`src/hw/wqi_defs.svh`:
```
/*
 * Constants of the work queue init block: bus offsets, command codes,
 * field positions, error codes and timing figures.
 * Assumes inclusion by the timer and core design files of the block and by the bench.
 */
`ifndef WQI_DEFS_SVH
`define WQI_DEFS_SVH

// Register byte offsets on the bus
`define WQI_OFS_CMD      8'h00
`define WQI_OFS_CMDOPT   8'h04
`define WQI_OFS_STATUS   8'h08
`define WQI_OFS_THAW     8'h0C
`define WQI_OFS_VECTOR   8'h10
`define WQI_OFS_LEVEL    8'h14
`define WQI_OFS_QNUM     8'h18
`define WQI_OFS_QOPT     8'h1C
`define WQI_OFS_SLOTS    8'h20
`define WQI_OFS_TMO      8'h24
`define WQI_OFS_GO       8'h28
`define WQI_OFS_DUMP     8'h2C
`define WQI_OFS_RESP     8'h30

// Command codes
`define WQI_CODE_INIT    16'h0042
`define WQI_CODE_DUMP    16'h0043

// Field positions
`define WQI_BIT_IE       0
`define WQI_BIT_AE       0
`define WQI_BIT_FZE      2
`define WQI_BIT_PE       3
`define WQI_BIT_IWQ      15
`define WQI_BIT_THAW     0
`define WQI_BIT_GO       0
`define WQI_BIT_TMO_ERR  7
`define WQI_LVL_MSB      2
`define WQI_THAW_QLSB    8

// Queue numbers
`define WQI_QNUM_MIN     16'h0001
`define WQI_QNUM_MAX     16'h000E

// Return status codes
`define WQI_ST_OK        16'h0000
`define WQI_ST_BADQ      16'h0011
`define WQI_ST_BADLVL    16'h0012
`define WQI_ST_PEND      16'h0013
`define WQI_ST_INITED    16'h0014
`define WQI_ST_BADCODE   16'h0015

// Timing and queue limit
`define WQI_CLK_HZ       20000000
`define WQI_UNIT_MS      256
`define WQI_TICK_CYCLES  (`WQI_CLK_HZ / 1000 * `WQI_UNIT_MS)
`define WQI_MAX_QUEUED   100

`endif

```
`src/hw/wqi_pkg.sv`:
```
/*
 * Types of the work queue init block: states and state records.
 * Assumes wqi_defs.svh supplies the constants.
 */
package wqi_pkg;

   // Command engine states, one-hot
   typedef enum logic [2:0] {
      ST_IDLE = 3'h1,
      ST_EXEC = 3'h2,
      ST_DONE = 3'h4
   } wqi_fsm_t;

   // Command timer state
   typedef struct packed {
      logic        run;
      logic [23:0] div;
      logic [15:0] left;
      logic        expire;
   } wqi_tmr_t;

   // Core state
   typedef struct packed {
      logic              ack;
      logic [31:0]       rdat;
      wqi_fsm_t          fsm;
      logic [15:0]       cmdCode;
      logic [15:0]       cmdOpt;
      logic [15:0]       vec;
      logic [15:0]       lvl;
      logic [15:0]       qnum;
      logic [15:0]       qopt;
      logic [15:0]       slots;
      logic [15:0]       tmo;
      logic [15:0]       retStat;
      logic [15:0]       thaw;
      logic [31:0]       dump;
      logic [15:0]       resp;
      logic              busy;
      logic              irq;
      logic [2:0]        irqLvl;
      logic [7:0]        irqVec;
      logic              abortReq;
      logic [3:0]        abortQ;
      logic              ctrlErr;
      logic              acceptOk;
      logic [15:0]       qInit;
      logic [15:0]       qFrozen;
      logic [15:0]       qAbort;
      logic [15:0]       qFreeze;
      logic [15:0]       qParity;
      logic [15:0][15:0] qTmo;
      logic [15:0][15:0] qSlots;
      logic [15:0][7:0]  qPend;
   } wqi_state_t;

endpackage

```
`src/hw/wqi_cmd_timer.sv`:
```
/*
 * Per-command timeout timer with its own 256 ms unit divider.
 * Assumes start and stop are one-cycle pulses on core_clk.
 */
`timescale 1ns/1ps
`include "wqi_defs.svh"

module wqi_cmd_timer #(
   parameter int TICK_CYCLES = `WQI_TICK_CYCLES
) (
   // Clock and reset
   input  wire logic        core_clk,
   input  wire logic        rst_n,
   // Control
   input  wire logic        start,
   input  wire logic        stop,
   input  wire logic [15:0] units,
   // Result
   output logic             expire
);

   // Refuse a unit the divider cannot hold
   if (TICK_CYCLES < 1 || TICK_CYCLES >= 2**24) begin : g_chk
      $error("wqi_cmd_timer: TICK_CYCLES out of range");
   end

   localparam logic [23:0] TICK_LAST = 24'(TICK_CYCLES - 1);

   wqi_pkg::wqi_tmr_t s;       // Timer state
   wqi_pkg::wqi_tmr_t next_s;  // Next timer state

   // Next state of the timer
   always_comb begin
      next_s = s;
      next_s.expire = 1'b0;
      // selection starts, bus completion stops
      if (start) begin
         // zero means no timeout
         next_s.run  = (units != 16'h0000);
         next_s.left = units;
         next_s.div  = 24'h000000;
      end else if (stop) begin
         next_s.run = 1'b0;
      end else if (s.run) begin
         // one unit per full divider span
         if (s.div == TICK_LAST) begin
            next_s.div  = 24'h000000;
            next_s.left = s.left - 16'h0001;
            if (s.left == 16'h0001) begin
               next_s.run    = 1'b0;
               next_s.expire = 1'b1;
            end
         end else begin
            next_s.div = s.div + 24'h000001;
         end
      end
   end

   // State register
   always_ff @(posedge core_clk) begin
      if (!rst_n) begin
         s <= '0;
      end else begin
         s <= next_s;
      end
   end

   assign expire = s.expire;

endmodule

```
`src/hw/wqi_core.sv`:
```
/*
 * Work queue init command engine: Wishbone register file, command
 * execution, per-queue options, freeze/thaw, abort, queue limit,
 * command timer and completion interrupt request.
 * Assumes a classic Wishbone master on core_clk and the queue
 * engine reporting enqueue, completion and selection as pulses.
 */
// The register offsets and the Wishbone slave port were left to the implementer.
// Functional notes
// Host puts code 0x42 in word zero
// Option bit 0 gates completion interrupt
// Host zeroes all reserved bits
// Low vector byte error, high byte normal
// Level 0..7; zero only without interrupt
// Host gives unique queue 1 to 14
// Abort bit flushes queue on error completion
// Freeze bit freezes queue on bad status
// Thaw register write; device clears it back
// Parity bit enables bus parity checking
// Force bit allows re-initialising a queue
// Pending commands reject init with error
// About 100 queued stops intake silently
// Timer spans selection to bus completion
// Timeout unit about 256 ms per count
// Expiry raises controller error, sets bit 7
// Return status zero ok, else error code
// Code 0x43 dumps current queue setup
// Host inits each queue separately via queue 0
// Queue 0 preset, never re-initialised
// Queue number outside 1..14 rejected
`timescale 1ns/1ps
`include "wqi_defs.svh"

module wqi_core #(
   parameter int MAX_QUEUED  = `WQI_MAX_QUEUED,
   parameter int TICK_CYCLES = `WQI_TICK_CYCLES
) (
   // Clock and reset
   input  wire logic        core_clk,
   input  wire logic        rst_n,
   // Wishbone slave
   input  wire logic        cyc_i,
   input  wire logic        stb_i,
   input  wire logic        we_i,
   input  wire logic [7:0]  adr_i,
   input  wire logic [3:0]  sel_i,
   input  wire logic [31:0] dat_i,
   output logic [31:0]      dat_o,
   output logic             ack_o,
   // Queue engine events
   input  wire logic        enqValid,
   input  wire logic [3:0]  enqQueue,
   input  wire logic        doneValid,
   input  wire logic [3:0]  doneQueue,
   input  wire logic        doneGood,
   input  wire logic        selDone,
   input  wire logic [3:0]  selQueue,
   input  wire logic        busDone,
   // Queue engine controls
   output logic             acceptOk,
   output logic             abortReq,
   output logic [3:0]       abortQueue,
   output logic [15:0]      frozenMask,
   output logic [15:0]      parityMask,
   // Interrupt requests
   output logic             cmpIrq,
   output logic [2:0]       cmpIrqLevel,
   output logic [7:0]       cmpIrqVector,
   output logic             ctrlErrIrq
);

   // Refuse a limit the counters cannot hold
   if (MAX_QUEUED < 1 || MAX_QUEUED > 255) begin : g_chk
      $error("wqi_core: MAX_QUEUED out of range");
   end

   localparam logic [11:0] LIMIT = 12'(MAX_QUEUED);

   wqi_pkg::wqi_state_t s;       // All state
   wqi_pkg::wqi_state_t next_s;  // Next state
   logic                tmrExp;  // Timer expiry pulse
   logic                wbReq;   // New bus request
   logic                wbWr;    // New bus write
   logic [3:0]          q;       // Queue named by the block
   logic [3:0]          tq;      // Queue named by thaw

   // Total commands held across all queues
   function automatic logic [11:0] sumPend(
      input logic [15:0][7:0] p
   );
      logic [11:0] t;
      t = 12'h000;
      for (int i = 0; i < 16; i++) begin
         t = t + {4'h0, p[i]};
      end
      return t;
   endfunction

   // Byte-lane merge of a 16-bit register
   function automatic logic [15:0] merge16(
      input logic [15:0] old,
      input logic [31:0] d,
      input logic [3:0]  be
   );
      logic [15:0] r;
      r = old;
      if (be[0]) begin
         r[7:0] = d[7:0];
      end
      if (be[1]) begin
         r[15:8] = d[15:8];
      end
      return r;
   endfunction

   // Command timer
   wqi_cmd_timer #(
      .TICK_CYCLES (TICK_CYCLES)
   ) u_tmr (
      .core_clk (core_clk),
      .rst_n    (rst_n),
      .start    (selDone),
      .stop     (busDone),
      .units    (s.qTmo[selQueue]),
      .expire   (tmrExp)
   );

   assign wbReq = cyc_i && stb_i && !s.ack;
   assign wbWr  = wbReq && we_i;
   assign q     = s.qnum[3:0];
   assign tq    = s.thaw[`WQI_THAW_QLSB +: 4];

   // Next state of the whole block
   always_comb begin
      next_s = s;
      next_s.abortReq = 1'b0;
      next_s.ctrlErr  = 1'b0;
      // Bus answer one cycle after the request
      next_s.ack = wbReq;
      if (wbReq && !we_i) begin
         case (adr_i)
            `WQI_OFS_CMD:    next_s.rdat = {16'h0000, s.cmdCode};
            `WQI_OFS_CMDOPT: next_s.rdat = {16'h0000, s.cmdOpt};
            `WQI_OFS_STATUS: next_s.rdat = {16'h0000, s.retStat};
            `WQI_OFS_THAW:   next_s.rdat = {16'h0000, s.thaw};
            `WQI_OFS_VECTOR: next_s.rdat = {16'h0000, s.vec};
            `WQI_OFS_LEVEL:  next_s.rdat = {16'h0000, s.lvl};
            `WQI_OFS_QNUM:   next_s.rdat = {16'h0000, s.qnum};
            `WQI_OFS_QOPT:   next_s.rdat = {16'h0000, s.qopt};
            `WQI_OFS_SLOTS:  next_s.rdat = {16'h0000, s.slots};
            `WQI_OFS_TMO:    next_s.rdat = {16'h0000, s.tmo};
            `WQI_OFS_GO:     next_s.rdat = {31'h00000000, s.busy};
            `WQI_OFS_DUMP:   next_s.rdat = s.dump;
            `WQI_OFS_RESP:   next_s.rdat = {16'h0000, s.resp};
            default:         next_s.rdat = 32'h00000000;
         endcase
      end
      // Parameter words, writable while idle
      if (wbWr && !s.busy) begin
         case (adr_i)
            `WQI_OFS_CMD:    next_s.cmdCode = merge16(s.cmdCode, dat_i, sel_i);
            `WQI_OFS_CMDOPT: next_s.cmdOpt = merge16(s.cmdOpt, dat_i, sel_i);
            `WQI_OFS_VECTOR: next_s.vec = merge16(s.vec, dat_i, sel_i);
            `WQI_OFS_LEVEL:  next_s.lvl = merge16(s.lvl, dat_i, sel_i);
            `WQI_OFS_QNUM:   next_s.qnum = merge16(s.qnum, dat_i, sel_i);
            `WQI_OFS_QOPT:   next_s.qopt = merge16(s.qopt, dat_i, sel_i);
            `WQI_OFS_SLOTS:  next_s.slots = merge16(s.slots, dat_i, sel_i);
            `WQI_OFS_TMO:    next_s.tmo = merge16(s.tmo, dat_i, sel_i);
            default: ;
         endcase
      end
      // thaw request word
      if (wbWr && adr_i == `WQI_OFS_THAW) begin
         next_s.thaw = merge16(s.thaw, dat_i, sel_i);
      end
      // act on thaw, then clear as acknowledge
      if (s.thaw[`WQI_BIT_THAW]) begin
         next_s.qFrozen[tq] = 1'b0;
         next_s.thaw = 16'h0000;
      end
      // Response word: write one to clear
      if (wbWr && adr_i == `WQI_OFS_RESP && sel_i[0]) begin
         next_s.resp = s.resp & ~dat_i[15:0];
      end
      // Interrupt taken when software rewrites the status word
      if (wbWr && adr_i == `WQI_OFS_STATUS) begin
         next_s.irq = 1'b0;
      end
      // intake counted only while under the limit
      if (enqValid && s.acceptOk) begin
         next_s.qPend[enqQueue] = s.qPend[enqQueue] + 8'h01;
      end
      if (doneValid && s.qPend[doneQueue] != 8'h00) begin
         next_s.qPend[doneQueue] = next_s.qPend[doneQueue] - 8'h01;
      end
      if (doneValid && !doneGood) begin
         // flush the rest of that queue
         if (s.qAbort[doneQueue]) begin
            next_s.qPend[doneQueue] = 8'h00;
            next_s.abortReq = 1'b1;
            next_s.abortQ   = doneQueue;
         end
         // freeze that queue only; set beats thaw
         if (s.qFreeze[doneQueue]) begin
            next_s.qFrozen[doneQueue] = 1'b1;
         end
      end
      // timeout flags bit 7 and error interrupt
      if (tmrExp) begin
         next_s.resp[`WQI_BIT_TMO_ERR] = 1'b1;
         next_s.ctrlErr = 1'b1;
      end
      // Command engine
      case (s.fsm)
         wqi_pkg::ST_IDLE: begin
            if (wbWr && adr_i == `WQI_OFS_GO && dat_i[`WQI_BIT_GO]) begin
               next_s.busy = 1'b1;
               next_s.fsm  = wqi_pkg::ST_EXEC;
            end
         end
         wqi_pkg::ST_EXEC: begin
            next_s.fsm = wqi_pkg::ST_DONE;
            // zero on success, code otherwise
            next_s.retStat = `WQI_ST_OK;
            if (s.cmdCode == `WQI_CODE_INIT) begin
               // only queues 1..14 accepted
               if (s.qnum < `WQI_QNUM_MIN || s.qnum > `WQI_QNUM_MAX) begin
                  next_s.retStat = `WQI_ST_BADQ;
               // level zero only with interrupt off
               end else if (s.lvl[`WQI_LVL_MSB:0] == 3'h0 &&
                            s.cmdOpt[`WQI_BIT_IE]) begin
                  next_s.retStat = `WQI_ST_BADLVL;
               // refuse while commands pending
               end else if (s.qPend[q] != 8'h00) begin
                  next_s.retStat = `WQI_ST_PEND;
               // re-init only when forced
               end else if (s.qInit[q] && !s.qopt[`WQI_BIT_IWQ]) begin
                  next_s.retStat = `WQI_ST_INITED;
               end else begin
                  next_s.qInit[q]   = 1'b1;
                  next_s.qFrozen[q] = 1'b0;
                  next_s.qAbort[q]  = s.qopt[`WQI_BIT_AE];
                  next_s.qFreeze[q] = s.qopt[`WQI_BIT_FZE];
                  // parity check per queue
                  next_s.qParity[q] = s.qopt[`WQI_BIT_PE];
                  next_s.qTmo[q]    = s.tmo;
                  next_s.qSlots[q]  = s.slots;
               end
            // report setup of the named queue
            end else if (s.cmdCode == `WQI_CODE_DUMP) begin
               next_s.dump = {s.qTmo[q], s.qInit[q], 11'h000,
                              s.qParity[q], s.qFreeze[q], 1'b0,
                              s.qAbort[q]};
            end else begin
               next_s.retStat = `WQI_ST_BADCODE;
            end
         end
         wqi_pkg::ST_DONE: begin
            next_s.busy = 1'b0;
            next_s.fsm  = wqi_pkg::ST_IDLE;
            // interrupt only when enabled
            if (s.cmdOpt[`WQI_BIT_IE]) begin
               next_s.irq    = 1'b1;
               next_s.irqLvl = s.lvl[`WQI_LVL_MSB:0];
               // error vector low, normal vector high
               next_s.irqVec = (s.retStat == `WQI_ST_OK) ?
                               s.vec[15:8] : s.vec[7:0];
            end
         end
         default: begin
            next_s.fsm  = wqi_pkg::ST_IDLE;
            next_s.busy = 1'b0;
         end
      endcase
      // stop intake at the limit, no error
      next_s.acceptOk = sumPend(next_s.qPend) < LIMIT;
   end

   // State register
   always_ff @(posedge core_clk) begin
      if (!rst_n) begin
         s          <= '0;
         s.fsm      <= wqi_pkg::ST_IDLE;
         s.acceptOk <= 1'b1;
         // queue 0 ready from reset
         s.qInit    <= 16'h0001;
      end else begin
         s <= next_s;
      end
   end

   // Outputs straight from state
   assign dat_o        = s.rdat;
   assign ack_o        = s.ack;
   assign acceptOk     = s.acceptOk;
   assign abortReq     = s.abortReq;
   assign abortQueue   = s.abortQ;
   assign frozenMask   = s.qFrozen;
   assign parityMask   = s.qParity;
   assign cmpIrq       = s.irq;
   assign cmpIrqLevel  = s.irqLvl;
   assign cmpIrqVector = s.irqVec;
   assign ctrlErrIrq   = s.ctrlErr;
endmodule

```
`config.mk`:
```
export PLATFORM = sky130hd
export DESIGN_NAME = wqi_core
export DESIGN_NICKNAME = d
export VERILOG_FILES = /design/src/hw/wqi_pkg.sv /design/src/hw/wqi_cmd_timer.sv /design/src/hw/wqi_core.sv
export VERILOG_INCLUDE_DIRS = /design/src /design/src/hw
export SDC_FILE = /design/constraint.sdc
export NUM_CORES = 2
export LEC_CHECK = 0
export BUFFER_PORTS_ARGS = -buffer_cell sky130_fd_sc_hd__buf_2
export CAP_MARGIN = 10
export CORE_MARGIN = 3
export CORE_UTILIZATION = 63
export DETAILED_ROUTE_END_ITERATION = 7
export HOLD_SLACK_MARGIN = 0.1
export PLACE_DENSITY_LB_ADDON = 0.08
export SETUP_SLACK_MARGIN = 0.5
export SYNTH_ARGS = -nofsm -noshare
export SYNTH_HDL_FRONTEND = slang
export SYNTH_HIERARCHICAL = 1
export SYNTH_SLANG_ARGS = --single-unit
export TNS_END_PERCENT = 50
```
`constraint.sdc`:
```
create_clock -name core_clk -period 12.99 [get_ports core_clk]
set_clock_uncertainty 0.2 [all_clocks]
set_input_delay 1.9485 -clock core_clk [delete_from_list [all_inputs] [get_ports core_clk]]
set_output_delay 1.9485 -clock core_clk [all_outputs]
set_load 0.01 [all_outputs]
```
After elaboration in Yosys (flattened, before gate mapping)

Index checks and enable logic that the tools add are counted.

$add $sub $neg: 19
Magnitude comparators: 12
Equality and inequality tests: 21
Muxes and demuxes: 84
Bitwise gates (word level): 22
Reductions and logical operators: 65

Operators by type and width:

| operator                                        | number |
|---|---|
| two-way mux 576 bit                             | 6 |
| bitwise mux 256 bit                             | 2 |
| two-way mux 128 bit                             | 4 |
| one-hot mux 32 bit (13 select lines)            | 1 |
| bitwise mux 128 bit                             | 2 |
| adder 12 x 8 -> 12 bit                          | 11 |
| bitwise AND 128 bit                             | 1 |
| binary-select mux 16 bit (select 4 bit)         | 2 |
| binary-select mux 8 bit (select 4 bit)          | 4 |
| NOT 128 bit                                     | 1 |
| two-way mux 16 bit                              | 7 |
| two-way mux 41 bit                              | 2 |
| demux 16 bit (select 4 bit)                     | 1 |
| demux 8 bit (select 4 bit)                      | 2 |
| two-way mux 8 bit                               | 8 |
| AND reduction 3 bit                             | 18 |
| bitwise AND 16 bit                              | 3 |
| bitwise mux 16 bit                              | 3 |
| NOT 16 bit                                      | 3 |
| two-way mux 42 bit                              | 1 |
| == test 8 x 6 -> 1 bit (second input constant)  | 5 |
| == test 16 x 7 -> 1 bit (second input constant) | 2 |
| == test 8 x 5 -> 1 bit (second input constant)  | 4 |
| OR 16 bit                                       | 2 |
| other kinds (46)                                | 128 |

Bits in registers: 1014
Bits of input ports: 66
Output and inout port bits: 84
Word-level logic and storage cells: 314

Logic depth before layout (Yosys ltp)

Word-level depth: 30
Gate-level depth with buffers: 42
Gate-level depth less buffers: 35

By module

Netlist, hierarchy kept.

By module, submodules not included:

| module        | instances | cells each | area each (µm²) | seq. area each (µm²) |
|---|---|---|---|---|
| wqi_core      | 1         | 4782       | 40767.8         | 14093.5 |
| wqi_cmd_timer | 1         | 273        | 2273.4          | 840.8 |

Least setup slack after synthesis

Ideal clock, no wire load.

Path type: input to register
Start: in enqQueue[0]
End: reg, netlist name acceptOk
Setup time: 74 ps
Arrival: 10723 ps
Required time: 12716 ps
Setup slack: 1993 ps
Stages on the path: 36
Buffers on the path: 7
Cell sequence: buf_6 buf_12 buf_8 buf_6 mux2_2 mux4_2 mux2i_4 inv_2 buf_6 ha_1 clkbuf_1 mux2i_1 mux2_2 a22oi_1 o221ai_1 ha_1 xnor2_1 clkbuf_1 a21oi_1 nor2_1 fa_1 fa_1 fa_1 inv_1 fa_1 fa_1 fa_1 inv_1 ha_1 fa_1 a21o_1 a21oi_1 o21bai_1 a21oi_1 mux2_2 o21ai_0

RTL lines:

| element            | RTL line       | RTL |
|---|---|---|
| start: declaration | wqi_core.sv:52 | `input wire logic [3:0] enqQueue,` |

==> impl_metrics.json <==
{
  "synth-async-reset-ratio_pct": 0,
  "cts_max_path_buffers": 3,
  "rsz0062_at_grt": "false",
  "cp.required_ns": 13.35,
  "syn_inst": 5055,
  "hold_class": "flop to flop",
  "path_clk_slew_ns": 0.06,
  "internal_power_mw": 4.027,
  "outcome": "complete, but fails checks",
  "p_per_area_nw_per_um2": 121.5,
  "ant_nets": 0,
  "cts_tree": "done",
  "grt_pass1_wl_mm": 255.5,
  "clk_latency_ns": 0.68,
  "relSlewSlack_pct": 10.71,
  "slowest_stage": "ha_1",
  "worst_pin_slew_ns": 1.327,
  "synthXorXnorAreaFrac_pct": 1.052,
  "num_rows": 95,
  "ys.flop_type": "dfxtp_1",
  "post-route-min-period_ns": 11.90,
  "clkPwrFrac_pct": 43.6,
  "postCtsSetupRepairBufs": 0,
  "drcViolationCount": 16,
  "ys_types": 109,
  "crit_path_end_kind": "flop",
  "cts.repair.resized": 0,
  "max_freq_ghz": 0.08407,
  "cts_buffers": 81,
  "synth_edf_count": 0,
  "fin_crit_sh_pct": 91.57,
  "clock-sinks": 746,
  "via_per_inst": 7.085,
  "violations": "DRC",
  "synth_nets": 5253,
  "first_global_vias": 38670,
  "combPwrFrac_pct": 15.5,
  "grt-ovfl-total": 0,
  "synth_seq_cells": 746,
  "drive_above_1_share_pct": 15.25,
  "cap_violations": 0,
  "hold_buffers": 0,
  "synth_most_common_cell": "nand2_1",
  "core_area_um2": 67400,
  "synth_compound_area_share_pct": 15.83,
  "synth_warnings": 6,
  "ioPinCount": 150,
  "start_kind": "primary input",
  "tns_ns": 0,
  "place_hpwl_mm": 122.9,
  "routed_wl_mm": 176.3,
  "switchingPower_mw": 1.656,
  "drv_slew": 0,
  "p_total_mw": 5.683,
  "nNetsFinal": 5149,
  "path_class": "primary input to flop",
  "synth_top_family_by_area": "simple AND/OR/NAND/NOR gates",
  "ys_seq_area_share_pct": 34.70,
  "grt_max_degree": 125,
  "synthTopCellsByCount": "nand2_1, dfxtp_1, a21oi_1",
  "cp.arrival_ns": 12.25,
  "routabilityCongestion": 1.133,
  "wl_per_cell_um": 29.93,
  "hold_viol": 0,
  "setup_viol_count_final": 0,
  "synth_mux_area_share_pct": 15.26,
  "globalRouteTotalUtil_pct": 48.44,
  "die_y_um": 267.4,
  "synthAdderAreaFrac_pct": 5.721,
  "synthSimpleGateAreaFrac_pct": 20.91,
  "root_buffer": "clkbuf_16",
  "synthTopCellsByArea": "dfxtp_1, mux4_2, nand2_1",
  "pwr-share-seq_pct": 41.0,
  "yosysTopAreaCell": "dfxtp_1",
  "p_leak_nw": 16.97,
  "crit_top_cell": "fa_1",
  "crit_path_max_fanout": 23,
  "drt_iter0_markers": 7088,
  "switching_share_pct": 29.13,
  "synth_top_area_share_pct": 34.70,
  "peakVddDrop_uv": 106.5,
  "io_buffers": 131,
  "syn_area_um2": 43040,
  "syn_area_per_cell_um2": 8.515,
  "start_util_pct": 63.86,
  "die_w_um": 267.4,
  "area_growth_pct": 8.631,
  "drt-pass1-iter-count": 8,
  "slowest_delay_ns": 0.66,
  "vias": 41730,
  "antenna_found_initial": 8,
  "die-area_um2": 71490,
  "cts_max_level": 3
}
stage by stage:
| stage | util [%] | std cells | hold slack, ns | setup WS (ns) | area (um^2) |
|---|---|---|---|---|---|
| after global placement | 65.12 | 5740 | 0.2185 | 0.8581 | 43890 |
| after detailed placement | 65.12 | 5740 | 0.2221 | 0.8197 | 43890 |
| after floorplan | - | 5055 | 0.2059 | 1.993 | 43040 |
| after CTS | 69.36 | 5887 | 0.2319 | 1.402 | 46750 |
| final | 69.38 | 5890 | 0.2341 | 1.094 | 46760 |
| after global routing | 69.37 | 5888 | 0.2539 | 0.7787 | 46750 |
placed cells by master (no fill, tap or decap), types with 12 or more instances in the layout:
cell,count
nor4_1,62
xnor2_1,25
a31oi_1,26
a222oi_1,12
clkbuf_16,81
nand4_1,22
mux4_2,223
fa_1,108
mux2i_1,106
nand3_1,168
inv_1,119
dfxtp_1,742
a21o_1,20
nor2_2,16
nand2b_1,28
nor2_1,398
clkbuf_1,17
a221oi_1,24
nor2b_1,15
nor3_1,65
o21ai_0,126
o211ai_1,51
a311oi_1,16
ha_1,24
nand2_1,1042
or3_1,13
a22oi_1,73
a21oi_1,562
a211oi_1,92
buf_2,130
and3_1,45
nand3b_1,12
mux2_2,21
clkbuf_8,16
buf_4,177
xor2_1,23
and2_1,71
path summary, 6_finish.rpt:
kind                         end  depth (start not counted)                 from  slack, ns
max          acceptOk$_SDFF_PN1_                         34          enqQueue[0]       1.09
min          s[748]$_SDFFE_PN0P_                          2  s[748]$_SDFFE_PN0P_       0.23
max reg2reg  acceptOk$_SDFF_PN1_                         30  acceptOk$_SDFF_PN1_       2.70
min reg2reg  s[748]$_SDFFE_PN0P_                          2  s[748]$_SDFFE_PN0P_       0.23
critical path: cells and delay by family:
kind	cells	cell delay (ns)
AO/OA/AOI/OAI	9	1.88
adder cells (fa/ha/maj)	9	4.38
buffers and inverters	7	1.32
multiplexers	4	1.59
AND/OR/NAND/NOR	5	1.08
metal layers:
layer | GRT usage, % | vias up | wire (um)
met3 | 18.84 | 757 | 27710
met2 | 68.05 | 3537 | 71590
met1 | 63.01 | 19810 | 63080
li1 | - | 17610 | -
met4 | 29.33 | 12 | 13790
met5 | 0.6081 | - | 124
final cells by class:
cell class	count	area, um^2
sequential	746	14940
clock inverter	33	545.5
fill	5366	20640
tap	873	1092
antenna	2	5.005
multi-input combinational	3693	25400
clock buffer	114	2311
inverter	121	461.7
timing repair buffer	308	1999
power by group through the flow:
stage	sequential (mW)	combinational [mW]	clock, mW
final	2.33	0.879	2.48
after global routing	2.33	0.914	2.56
after CTS	2.33	0.830	2.47
after detailed placement	2.38	0.826	0
after global placement	2.38	0.820	0
after floorplan	2.36	0.494	0
cells by family (layout without fill, tap and decap cells):
kind of cell	after synthesis	count (layout)
AND/OR/NAND/NOR	2036	2036
AO/OA/AOI/OAI	1113	1113
flip-flops	746	746
buffers and inverters	616	576
multiplexers	362	362
adder cells (fa/ha/maj)	132	132
XOR/XNOR	50	50
other	0	2
Note: power is estimated with default switching activity, not from simulation.
